[src/rtl/hrp_pkg.sv]
// constants, offsets and types for the histogram ram port and dac ramp
package hrp_pkg;
    localparam logic [3:0] OFF_DAC_CFG = 4'h5;
    localparam logic [3:0] OFF_ADDR_CNT = 4'h6;
    localparam logic [3:0] OFF_DATA_LO = 4'h8;
    localparam logic [3:0] OFF_DATA_HI = 4'hA;
    localparam logic [3:0] OFF_THR_DAC = 4'hB;

    localparam int DIV_LSB = 0;
    localparam int DIV_MSB = 4;
    localparam int RAMP_EN_BIT = 5;
    localparam int CHAN_LSB = 6;
    localparam int CHAN_MSB = 7;

    localparam logic [4:0] DIV_RST = 5'h1F;
    localparam logic RAMP_EN_RST = 1'b0;
    localparam logic [1:0] CHAN_RST = 2'h3;
    localparam logic [7:0] THR_RST = 8'h00;

    localparam logic [1:0] CHAN_TRIG = 2'h0;
    localparam logic [1:0] CHAN_CNT1 = 2'h1;
    localparam logic [1:0] CHAN_CNT2 = 2'h2;
    localparam logic [1:0] CHAN_ANALOG = 2'h3;

    localparam logic [16:0] WORD_STEP = 17'h0_0002;

    typedef enum logic [2:0] {
        ST_IDLE = 3'b000,
        ST_FETCH = 3'b001,
        ST_VALID = 3'b010,
        ST_WAIT = 3'b011,
        ST_WRITE = 3'b100
    } hrp_state_e;
endpackage : hrp_pkg

[src/rtl/hrp_ram_if.sv]
// carrier between port decode and ram access engine
`timescale 1ns/1ps
interface hrp_ram_if;
    logic addr_load;
    logic [15:0] addr_val;
    logic lo_wr;
    logic hi_wr;
    logic hi_rd;
    logic [15:0] wdata;
    logic [31:0] rdata;
    modport port (output addr_load, addr_val, lo_wr, hi_wr, hi_rd, wdata, input rdata);
    modport engine (input addr_load, addr_val, lo_wr, hi_wr, hi_rd, wdata, output rdata);
endinterface : hrp_ram_if

[src/rtl/hrp_ram_engine.sv]
// address counter, data handshake and ram sequencing
`timescale 1ns/1ps
module hrp_ram_engine (
    input wire logic clk_i,
    input wire logic reset_i,
    input wire logic mcs_mode_i,
    input wire logic write_mode_i,
    hrp_ram_if.engine bus,
    output logic ram_req_o,
    output logic ram_we_o,
    output logic [16:0] ram_addr_o,
    output logic [31:0] ram_wdata_o,
    input wire logic ram_ack_i,
    input wire logic [31:0] ram_rdata_i,
    output logic data_valid_o,
    output logic write_mode_ready_o
);
    hrp_pkg::hrp_state_e state_r, state_nxt;
    logic [16:0] addr_r, addr_nxt;
    logic [15:0] lo_r, lo_nxt;
    logic [31:0] rdata_r, rdata_nxt, wdata_r, wdata_nxt;
    logic req_r, req_nxt, we_r, we_nxt, dav_r, dav_nxt, wmrdy_r, wmrdy_nxt;
    logic rd_mode, wr_mode;

    assign rd_mode = mcs_mode_i & ~write_mode_i;
    assign wr_mode = write_mode_i & ~mcs_mode_i;

    always_comb begin
        state_nxt = state_r;
        addr_nxt = addr_r;
        lo_nxt = lo_r;
        rdata_nxt = rdata_r;
        wdata_nxt = wdata_r;
        req_nxt = req_r;
        we_nxt = we_r;
        dav_nxt = dav_r;
        wmrdy_nxt = wr_mode;
        if (bus.addr_load && state_r != hrp_pkg::ST_WRITE) begin
            addr_nxt = {bus.addr_val, 1'b0};
        end
        case (state_r)
            hrp_pkg::ST_IDLE: begin
                dav_nxt = 1'b0;
                if (rd_mode) begin
                    state_nxt = hrp_pkg::ST_FETCH;
                    req_nxt = 1'b1;
                    we_nxt = 1'b0;
                end else if (wr_mode) begin
                    state_nxt = hrp_pkg::ST_WAIT;
                end
            end
            hrp_pkg::ST_FETCH: begin
                if (ram_ack_i) begin
                    rdata_nxt = ram_rdata_i;
                    req_nxt = 1'b0;
                    dav_nxt = 1'b1;
                    state_nxt = hrp_pkg::ST_VALID;
                end
            end
            hrp_pkg::ST_VALID: begin
                if (!rd_mode) begin
                    dav_nxt = 1'b0;
                    state_nxt = hrp_pkg::ST_IDLE;
                end else if (bus.addr_load) begin
                    dav_nxt = 1'b0;
                    req_nxt = 1'b1;
                    state_nxt = hrp_pkg::ST_FETCH;
                end else if (bus.hi_rd) begin
                    addr_nxt = addr_r + hrp_pkg::WORD_STEP;
                    dav_nxt = 1'b0;
                    req_nxt = 1'b1;
                    state_nxt = hrp_pkg::ST_FETCH;
                end
            end
            hrp_pkg::ST_WAIT: begin
                dav_nxt = 1'b0;
                if (!wr_mode) begin
                    state_nxt = hrp_pkg::ST_IDLE;
                end else if (bus.lo_wr) begin
                    lo_nxt = bus.wdata;
                end else if (bus.hi_wr) begin
                    wdata_nxt = {bus.wdata, lo_r};
                    req_nxt = 1'b1;
                    we_nxt = 1'b1;
                    dav_nxt = 1'b1;
                    state_nxt = hrp_pkg::ST_WRITE;
                end
            end
            hrp_pkg::ST_WRITE: begin
                if (ram_ack_i) begin
                    addr_nxt = addr_r + hrp_pkg::WORD_STEP;
                    req_nxt = 1'b0;
                    we_nxt = 1'b0;
                    dav_nxt = 1'b0;
                    state_nxt = hrp_pkg::ST_WAIT;
                end
            end
            default: begin
                state_nxt = hrp_pkg::ST_IDLE;
                req_nxt = 1'b0;
                dav_nxt = 1'b0;
            end
        endcase
    end

    always_ff @(posedge clk_i) begin
        if (reset_i) begin
            state_r <= hrp_pkg::ST_IDLE;
            addr_r <= 17'h0_0000;
            lo_r <= 16'h0000;
            rdata_r <= 32'h0000_0000;
            wdata_r <= 32'h0000_0000;
            req_r <= 1'b0;
            we_r <= 1'b0;
            dav_r <= 1'b0;
            wmrdy_r <= 1'b0;
        end else begin
            state_r <= state_nxt;
            addr_r <= addr_nxt;
            lo_r <= lo_nxt;
            rdata_r <= rdata_nxt;
            wdata_r <= wdata_nxt;
            req_r <= req_nxt;
            we_r <= we_nxt;
            dav_r <= dav_nxt;
            wmrdy_r <= wmrdy_nxt;
        end
    end

    assign bus.rdata = rdata_r;
    assign ram_req_o = req_r;
    assign ram_we_o = we_r;
    assign ram_addr_o = addr_r;
    assign ram_wdata_o = wdata_r;
    assign data_valid_o = dav_r;
    assign write_mode_ready_o = wmrdy_r;
endmodule : hrp_ram_engine

[src/rtl/hrp_top.sv]
// host i/o port: dac ramp, threshold dacs and histogram ram access
// What this block does
// - dac config register, 8 bit, offset 5
// - divider field, reset 31, paces ramp
// - ramp drives dac when bit 5 set
// - bits 6-7 select threshold channel, reset 3
// - depth select limits ramp, msbs used
// - sweep end reloads ramp with fixed level
// - host selects channel, writes offset 11
// - four values feed thresholds and analog out
// - offset 6 loads address bits 1-16
// - address advances on each high half access
// - low half offset 8, high half 10
// - data valid low while awaiting write pair
// - data valid high when word present
// - depth code 0..3 means 12..9 bits
// - fixed level is restart and low limit
// - write mode ready follows write mode while mcs mode is low
// - data valid flag exported for status
`timescale 1ns/1ps
module hrp_top #(
    parameter int RAMP_W = 12
) (
    input wire logic clk_i,
    input wire logic reset_i,
    input wire logic [3:0] io_addr_i,
    input wire logic io_wr_i,
    input wire logic io_rd_i,
    input wire logic [15:0] io_wdata_i,
    output logic [15:0] io_rdata_o,
    input wire logic mcs_mode_i,
    input wire logic write_mode_i,
    input wire logic time_bin_end_i,
    input wire logic sweep_end_i,
    input wire logic [11:0] fixed_dac_level_i,
    input wire logic [1:0] ramp_depth_select_i,
    output logic [RAMP_W-1:0] dac12_o,
    output logic [7:0] trig_threshold_o,
    output logic [7:0] count1_threshold_o,
    output logic [7:0] count2_threshold_o,
    output logic [7:0] analog_out_o,
    output logic ram_req_o,
    output logic ram_we_o,
    output logic [16:0] ram_addr_o,
    output logic [31:0] ram_wdata_o,
    input wire logic ram_ack_i,
    input wire logic [31:0] ram_rdata_i,
    output logic data_valid_o,
    output logic write_mode_ready_o
);
    function automatic logic hit(input logic [3:0] a, input logic [3:0] off);
        hit = (a == off);
    endfunction : hit

    hrp_ram_if ram_bus ();

    // dac configuration fields
    logic [4:0] ramp_step_divider_r, ramp_step_divider_nxt;
    logic ramp_en_r, ramp_en_nxt;
    logic [1:0] threshold_channel_select_r, threshold_channel_select_nxt;
    // quad threshold dac values
    logic [7:0] thr_r [4];
    logic [7:0] thr_nxt [4];
    // ramp generator
    logic [4:0] div_cnt_r, div_cnt_nxt;
    logic [RAMP_W-1:0] ramp_r, ramp_nxt;
    logic [RAMP_W-1:0] ramp_step;
    // carry out of the sum marks a pass beyond full scale
    logic [RAMP_W:0] ramp_sum;
    logic [RAMP_W-1:0] dac_r, dac_nxt;
    // host read data
    logic [15:0] rdata_r, rdata_nxt;
    logic [7:0] cfg_byte;

    assign cfg_byte = {threshold_channel_select_r, ramp_en_r, ramp_step_divider_r};

    // host writes into the config and threshold ports
    always_comb begin
        ramp_step_divider_nxt = ramp_step_divider_r;
        ramp_en_nxt = ramp_en_r;
        threshold_channel_select_nxt = threshold_channel_select_r;
        for (int i = 0; i < 4; i++) begin
            thr_nxt[i] = thr_r[i];
        end
        if (io_wr_i && hit(io_addr_i, hrp_pkg::OFF_DAC_CFG)) begin
            ramp_step_divider_nxt = io_wdata_i[hrp_pkg::DIV_MSB:hrp_pkg::DIV_LSB];
            ramp_en_nxt = io_wdata_i[hrp_pkg::RAMP_EN_BIT];
            threshold_channel_select_nxt =
                io_wdata_i[hrp_pkg::CHAN_MSB:hrp_pkg::CHAN_LSB];
        end
        if (io_wr_i && hit(io_addr_i, hrp_pkg::OFF_THR_DAC)) begin
            thr_nxt[threshold_channel_select_r] = io_wdata_i[7:0];
        end
    end

    always_ff @(posedge clk_i) begin
        if (reset_i) begin
            ramp_step_divider_r <= hrp_pkg::DIV_RST;
            ramp_en_r <= hrp_pkg::RAMP_EN_RST;
            threshold_channel_select_r <= hrp_pkg::CHAN_RST;
            for (int i = 0; i < 4; i++) begin
                thr_r[i] <= hrp_pkg::THR_RST;
            end
        end else begin
            ramp_step_divider_r <= ramp_step_divider_nxt;
            ramp_en_r <= ramp_en_nxt;
            threshold_channel_select_r <= threshold_channel_select_nxt;
            for (int i = 0; i < 4; i++) begin
                thr_r[i] <= thr_nxt[i];
            end
        end
    end

    // step size puts the counted bits at the top of the dac word
    always_comb begin
        ramp_step = '0;
        ramp_step[ramp_depth_select_i] = 1'b1;
        ramp_sum = {1'b0, ramp_r} + {1'b0, ramp_step};
    end

    // ramp counter paced by time bin ends
    always_comb begin
        div_cnt_nxt = div_cnt_r;
        ramp_nxt = ramp_r;
        if (sweep_end_i) begin
            div_cnt_nxt = 5'h00;
            ramp_nxt = fixed_dac_level_i[RAMP_W-1:0];
        end else if (time_bin_end_i) begin
            if (div_cnt_r >= ramp_step_divider_r) begin
                div_cnt_nxt = 5'h00;
                // a pass beyond full scale restarts at the low limit
                if (ramp_sum[RAMP_W]) begin
                    ramp_nxt = fixed_dac_level_i[RAMP_W-1:0];
                end else begin
                    ramp_nxt = ramp_sum[RAMP_W-1:0];
                end
            end else begin
                div_cnt_nxt = div_cnt_r + 5'h01;
            end
        end
        dac_nxt = ramp_en_r ? ramp_nxt : fixed_dac_level_i[RAMP_W-1:0];
    end

    always_ff @(posedge clk_i) begin
        if (reset_i) begin
            div_cnt_r <= 5'h00;
            ramp_r <= '0;
            dac_r <= '0;
        end else begin
            div_cnt_r <= div_cnt_nxt;
            ramp_r <= ramp_nxt;
            dac_r <= dac_nxt;
        end
    end

    // host read data; threshold port has no readback
    always_comb begin
        rdata_nxt = rdata_r;
        if (io_rd_i) begin
            if (hit(io_addr_i, hrp_pkg::OFF_DAC_CFG)) begin
                rdata_nxt = {8'h00, cfg_byte};
            end else if (hit(io_addr_i, hrp_pkg::OFF_DATA_LO)) begin
                rdata_nxt = ram_bus.rdata[15:0];
            end else if (hit(io_addr_i, hrp_pkg::OFF_DATA_HI)) begin
                rdata_nxt = ram_bus.rdata[31:16];
            end else if (hit(io_addr_i, hrp_pkg::OFF_THR_DAC)) begin
                // write-only ports read back as zero
                rdata_nxt = 16'h0000;
            end else if (hit(io_addr_i, hrp_pkg::OFF_ADDR_CNT)) begin
                rdata_nxt = 16'h0000;
            end else begin
                rdata_nxt = 16'h0000;
            end
        end
    end

    always_ff @(posedge clk_i) begin
        if (reset_i) begin
            rdata_r <= 16'h0000;
        end else begin
            rdata_r <= rdata_nxt;
        end
    end

    // strobes to the ram engine
    assign ram_bus.addr_load = io_wr_i & hit(io_addr_i, hrp_pkg::OFF_ADDR_CNT);
    assign ram_bus.addr_val = io_wdata_i;
    assign ram_bus.lo_wr = io_wr_i & hit(io_addr_i, hrp_pkg::OFF_DATA_LO);
    assign ram_bus.hi_wr = io_wr_i & hit(io_addr_i, hrp_pkg::OFF_DATA_HI);
    assign ram_bus.hi_rd = io_rd_i & hit(io_addr_i, hrp_pkg::OFF_DATA_HI);
    assign ram_bus.wdata = io_wdata_i;

    hrp_ram_engine u_engine (
        .clk_i(clk_i),
        .reset_i(reset_i),
        .mcs_mode_i(mcs_mode_i),
        .write_mode_i(write_mode_i),
        .bus(ram_bus.engine),
        .ram_req_o(ram_req_o),
        .ram_we_o(ram_we_o),
        .ram_addr_o(ram_addr_o),
        .ram_wdata_o(ram_wdata_o),
        .ram_ack_i(ram_ack_i),
        .ram_rdata_i(ram_rdata_i),
        .data_valid_o(data_valid_o),
        .write_mode_ready_o(write_mode_ready_o)
    );

    assign io_rdata_o = rdata_r;
    assign dac12_o = dac_r;
    assign trig_threshold_o = thr_r[hrp_pkg::CHAN_TRIG];
    assign count1_threshold_o = thr_r[hrp_pkg::CHAN_CNT1];
    assign count2_threshold_o = thr_r[hrp_pkg::CHAN_CNT2];
    assign analog_out_o = thr_r[hrp_pkg::CHAN_ANALOG];
endmodule : hrp_top

[config.mk]
export PLATFORM = sky130hd
export DESIGN_NAME = hrp_top
export DESIGN_NICKNAME = d
export VERILOG_FILES = /design/src/rtl/hrp_pkg.sv /design/src/rtl/hrp_ram_if.sv /design/src/rtl/hrp_ram_engine.sv /design/src/rtl/hrp_top.sv
export SDC_FILE = /design/constraint.sdc
export NUM_CORES = 1
export LEC_CHECK = 0
export ABC_AREA = 1
export BUFFER_PORTS_ARGS = -buffer_cell sky130_fd_sc_hd__buf_2
export CORE_ASPECT_RATIO = 1.1
export CORE_UTILIZATION = 52
export DETAILED_ROUTE_END_ITERATION = 6
export GPL_TIMING_DRIVEN = 0
export HOLD_SLACK_MARGIN = 0.06
export PLACE_DENSITY = 0.81
export SLEW_MARGIN = 20
export SYNTH_ARGS = -nofsm -noshare
export SYNTH_HDL_FRONTEND = slang
export SYNTH_SLANG_ARGS = --single-unit
[constraint.sdc]
create_clock -name clk_i -period 3.03 [get_ports clk_i]
set_clock_uncertainty 0.05 [all_clocks]
set_input_delay 0.606 -clock clk_i [delete_from_list [all_inputs] [get_ports clk_i]]
set_output_delay 0.606 -clock clk_i [all_outputs]
set_load 0.1 [all_outputs]
Word level (Yosys, flattened, before mapping). Memories as Yosys holds them, arrays and structs flattened. Cells that the tools add are included.

Bits in registers: 157. Memory bits (writable): 32. Bits of input ports: 75. Output and inout port bits: 113. Memories: 1.

Memory list: thr_r (depth 4, bits a word 8, read ports 4, clocked after memory_dff 0, wr ports 4, line hrp_top.sv:62) `logic [7:0] thr_r [4];`.

Add/subtract/negate cells: 3. $lt $le $gt $ge: 5. Equality and inequality tests: 23. Mux-type cells: 58. Bitwise gates (word level): 14. Reductions and logical operators: 16.

Operator list (number): two-way mux 17 bit (5); two-way mux 12 bit (5); two-way mux 16 bit (3); two-way mux 8 bit (5); case mux 17 bit (2 select lines) (1); bitwise mux 32 bit (1); two-way mux 32 bit (1); two-way mux 3 bit (10); two-way mux 1 bit (20); adder 17 x 2 -> 17 bit (second input constant) (1); demux 8 bit (select 2 bit) (1); case mux 3 bit (5 select lines) (1); adder 12 x 4 -> 13 bit (1); equality test 4 bit (second input constant) (3); AND reduction 6 bit (2); != test 3 bit (second input constant) (3); equality test 4 x 3 -> 1 bit (second input constant) (2); != test 2 x 1 -> 1 bit (second input constant) (4); != test 2 bit (second input constant) (4); case mux 1 bit (4 select lines) (2); AND reduction 7 bit (1); bitwise AND 1 bit (6); equality test 3 x 2 -> 1 bit (second input constant) (2); AND reduction 3 bit (2); other kinds (23) (33).

Depth between registers and ports, before layout.
Depth after elaboration: 10. Gate-level depth with buffers: 15. Depth with buffers taken out: 15.

By module. A second synthesis with hierarchy kept.

Cells, all modules: 1242. Area total of the unflattened synthesis: 8871.0 µm².

By module, submodules not included: hrp_ram_engine (times used 1, cells an instance 625, area an instance 4491.8 µm², seq. area each 2082.0 µm²); hrp_top (times used 1, cells an instance 617, area an instance 4379.2 µm², seq. area each 1701.6 µm²).

Least setup slack after synthesis. OpenSTA, ideal clock, no wires.

Kind: reg-to-reg. From: reg u_engine.addr_r[2], in the netlist u_engine.ram_addr_o[2]. To: reg u_engine.addr_r[13], in the netlist u_engine.ram_addr_o[13]. Arrival time: 2282 ps. Data required time: 2848 ps. Path slack: 566 ps. Cell stages (with the launch flop): 9. Path buffers: 0. Clock period less this slack: 2464 ps. Path through: dfxtp_1 -> ha_1 -> nand3_1 -> nor2_1 -> nand3_1 -> nor3_1 -> nand3_1 -> nand3_1 -> a21oi_1.

Cells in the longest elaborated chain, start to end: 5. Elaborated cells on any way between the ends: 6. Those cells by class: add/sub: 1; mux: 5.

Ends and longest elaborated chain: start: declaration (line hrp_ram_engine.sv:19) `logic [16:0] addr_r, addr_nxt;`; start signal: assignment (line hrp_ram_engine.sv:119) `addr_r <= addr_nxt;`; adder 17 x 2 -> 17 bit (*) (line hrp_ram_engine.sv:69, hrp_ram_engine.sv:91); two-way mux 17 bit (line hrp_ram_engine.sv:68) `end else if (bus.hi_rd) begin`; two-way mux 17 bit (line hrp_ram_engine.sv:64) `end else if (bus.addr_load) begin`; two-way mux 17 bit (line hrp_ram_engine.sv:61) `if (!rd_mode) begin`; case mux 17 bit (2 select lines) (*) (line hrp_ram_engine.sv:41) `case (state_r)`.

Every way passes the cells marked *; elsewhere a longest branch is shown, timed or not. A chain may end at the register's enable or synchronous reset.

Final worst setup path.
From: in ramp_depth_select_i[0]. To: reg dac_r[0], in the netlist dac12_o[0].

Cells in the longest elaborated chain, start to end: 10. Elaborated cells on any way between the ends: 11. Those cells by class: add/sub: 1; order compare: 2; mux: 7; reduce/logical: 1.

Ends and longest elaborated chain: start: declaration (line hrp_top.sv:36) `input wire logic [1:0] ramp_depth_select_i,`; < comparator 2 x 5 -> 1 bit (not written as such) / >= comparator 2 x 1 -> 1 bit (equally long branches) (line hrp_top.sv:117) `ramp_step[ramp_depth_select_i] = 1'b1;`; logical AND 1 bit (not written as such) (line hrp_top.sv:117); two-way mux 1 bit (not written as such) (line hrp_top.sv:117); demux 1 bit (select 2 bit) (*) (line hrp_top.sv:117); adder 12 x 4 -> 13 bit (*) (line hrp_top.sv:118) `ramp_sum = {1'b0, ramp_r} + {1'b0, ramp_step};`; two-way mux 12 bit (*) (line hrp_top.sv:132) `if (ramp_sum[RAMP_W]) begin`; two-way mux 12 bit (*) (line hrp_top.sv:129) `if (div_cnt_r >= ramp_step_divider_r) begin`; two-way mux 12 bit (*) (line hrp_top.sv:128) `end else if (time_bin_end_i) begin`; two-way mux 12 bit (*) (line hrp_top.sv:125) `if (sweep_end_i) begin`; two-way mux 12 bit (*) (line hrp_top.sv:141) `dac_nxt = ramp_en_r ? ramp_nxt : fixed_dac_level_i[RAMP_W-1:0];`; end signal: assignment (line hrp_top.sv:152) `dac_r <= dac_nxt;`; end: declaration (line hrp_top.sv:70) `logic [RAMP_W-1:0] dac_r, dac_nxt;`.

Marked as above.

==> impl_metrics.tcl <==
set metrics [dict create \
    setup_tns_ns 0 \
    die-height_um 134.5 \
    final_cell_area_um2 10080 \
    start_util 0.5295 \
    holdCritPathClass "input pin to flip-flop" \
    cts.htree.levels 4 \
    finalCritPeriodShare 0.8364 \
    vias_per_cell 5.523 \
    clockBufferDepth 2 \
    r2r_cells 11 \
    clk_latency_ns 0.43 \
    die-area_um2 16470 \
    wl_um 24730 \
    yosys.area.top_type "dfxtp_1" \
    synth_nets 1202 \
    vias 8461 \
    rows 48 \
    yosysWarnings 0 \
    num-fill-cells 1402 \
    drc 0 \
    cap_violations 0 \
    setup_ws_ns 0.4959 \
    synth_area_per_cell_um2 7.443 \
    crit_path_max_fanout 10 \
    post-dp-hpwl_um 18130 \
    whs_endpoint "u_engine.bus.rdata[30]" \
    regArea_um2 3784 \
    synth_seq_cells 189 \
    dieWidth_um 122.5 \
    grt_first_pass_wirelength_um 38380 \
    p_leak_nw 4.802 \
    ios 188 \
    drtPass1Iterations 5 \
    synthToLayoutAreaGrowth_pct 21.45 \
    place.port_buffers 184 \
    timing_worst_setup_path_type "input pin to flip-flop" \
    antenna_found_initial 1 \
    post_cts_resized 0 \
    hp-start "ram_rdata_i[30]" \
    grt_max_degree 17 \
    fmax_mhz 394.6 \
    worstHoldPathCells 3 \
    rsz0062_at_grt "false" \
    drv_slew 0 \
    worst_pin_slew_ns 0.8521 \
    tritoncts "done" \
    finalSetupViolCount 0 \
    post-place-ws_ns 0.1269 \
    fin_crit_ns 2.534 \
    post_cts_buffers 0 \
    endpoint_kind "flip-flop" \
    nNetsFinal 1405 \
    synthesis.area_um2 8299 \
    post-route-util 0.6430 \
    regToRegSetupSlack_ns 0.58 \
    status "finished clean" \
    core_area_um2 15680 \
    post_drt_wl_per_cell_um 16.14 \
    dpl_cell_area_um2 9470 \
    synth_cells 1115 \
    required_ns 3.32 \
    reg2reg_from "ramp_r[0]" \
    path_clk_slew_ns 0.07 \
    hold_violations 0 \
    gr-total-overflow 0 \
    synth_seq_area_share 0.4559 \
    drive_gt1_frac 0.2066 \
    synth_top_area_frac 0.4559 \
    grt_pass1_vias 7562 \
    cp-start-kind "input pin" \
    multi_input_area_um2 3734 \
    synth.distinct_cells 41 \
    drtAntennaViolNets 0 \
    cts_hold_buf 0 \
    globalplace.congestion 0.9177 \
    total_power_mw 6.028 \
    arrival_ns 2.82 \
    maxSlewHeadroom 0.4319 \
    power_density_nw_per_um2 598.0 \
    drt_iter0_drc 729 \
    grt.total_usage 0.3025 \
    clock-root-buffer "clkbuf_16" \
    clock_sinks 189 \
    vdd_drop_max_mv 0.3861 \
    cts-buffers-inserted 17 \
    synth.area.top_cells "dfxtp_1, a21oi_1, o21ai_0, nand2_1, inv_1" \
    r2r-end "dac12_o[0]" \
]
-- cell type report --
cell class / count / area share
diodes: 1 / 0.0002483
plain buffers: 57 / 0.02756
clock buffers: 20 / 0.04431
clock inverters: 12 / 0.01589
inverters: 134 / 0.05002
multi-input cells: 735 / 0.3704
flip-flops and latches: 189 / 0.3754
well taps: 200 / 0.02483
repair buffers: 184 / 0.09136
-- stage by stage --
step | hold slack, ns | std cells
detailed placement | 0.3921 | 1499
global placement | 0.3890 | 1499
finish | 0.3472 | 1532
floorplan | 0.3745 | 1115
CTS | 0.3384 | 1531
global route | 0.3546 | 1532
-- registers in the layout, indices dropped and copies added, names as in the netlist, 2 cells and up --
name,cells
ramp_step_divider_r,5
u_engine.lo_r,16
u_engine.bus.rdata,32
u_engine.state_r,3
div_cnt_r,5
ramp_r,12
u_engine.ram_wdata_o,32
io_rdata_o,16
dac12_o,12
thr_r,32
threshold_channel_select_r,2
u_engine.ram_addr_o,17
-- cells by family after synthesis --
logic type      Yosys count  share of synthesized area
simple gates            369                     0.1981
xor+xnor                  9                   0.009498
fa+ha+maj                12                    0.01900
flops                   189                     0.4559
buf+inv                 191                    0.09422
compound gates          345                     0.2233
-- synth_stat cells (all sizes together) --
library cell,n
nor3,15
buf,25
o21ai,151
o21bai,1
fa,1
o22ai,8
o221ai,7
inv,133
nor2,109
dfxtp,189
ha,11
a21oi,156
and3,1
a211oi,1
clkinv,1
xnor2,1
nand3,65
o211ai,13
or2,6
xor2,8
nand3b,3
clkbuf,32
o2111ai,8
nand4,7
nand2,163
-- layer usage --
| metal | up-vias | wire, um | global-route usage |
|---|---|---|---|
| met1 | 3908 | 10400 | 0.3889 |
| met5 | - | 0 | 0 |
| met3 | 54 | 2108 | 0.07348 |
| met2 | 384 | 11390 | 0.4797 |
| met4 | 0 | 837 | 0.1314 |
| li1 | 4115 | - | - |
-- cell usage in the layout, fill, tap and decap left out, types with 17 or more instances in the layout --
| cell type | synthesis | layout |
|---|---|---|
| nand2_1 | 159 | 159 |
| inv_1 | 129 | 129 |
| dfxtp_1 | 189 | 189 |
| clkbuf_1 | 31 | 33 |
| o21ai_0 | 140 | 140 |
| a21oi_1 | 155 | 155 |
| clkbuf_16 | 0 | 17 |
| buf_2 | 15 | 199 |
| nor2_1 | 99 | 99 |
| nand3_1 | 64 | 64 |
-- how the worst max path moves through the flow --
stage,to,slack (ns),cells after the start,from
3_3_place_gp,dac12_o[3],0.15,13,ramp_depth_select_i[0]
6_report,dac12_o[0],0.50,13,ramp_depth_select_i[0]
4_1_cts,dac12_o[0],0.54,13,ramp_depth_select_i[0]
5_1_grt,dac12_o[3],0.33,13,ramp_depth_select_i[0]
3_5_place_dp,dac12_o[0],0.13,13,ramp_depth_select_i[0]
2_1_floorplan,u_engine.ram_addr_o[13],0.57,8,u_engine.ram_addr_o[2]
-- where the power goes --
part | leakage, nW | switching (mW) | internal [mW]
Clock | 0.295 | 1.00 | 1.33
Sequential | 1.54 | 0.0754 | 2.64
Combinational | 2.97 | 0.729 | 0.258
-- worst max-delay path, stage by stage --
cell	delay (ns)
buf_2	0.12
nor2_1	0.16
ha_1	0.25
inv_1	0.08
fa_1	0.45
o21ai_4	0.33
nand3_2	0.15
buf_6	0.18
nand2_1	0.06
nand3_1	0.07
nand2_1	0.07
o21ai_1	0.07
a21oi_1	0.23
No activity file was read; power rests on OpenSTA's default activity.
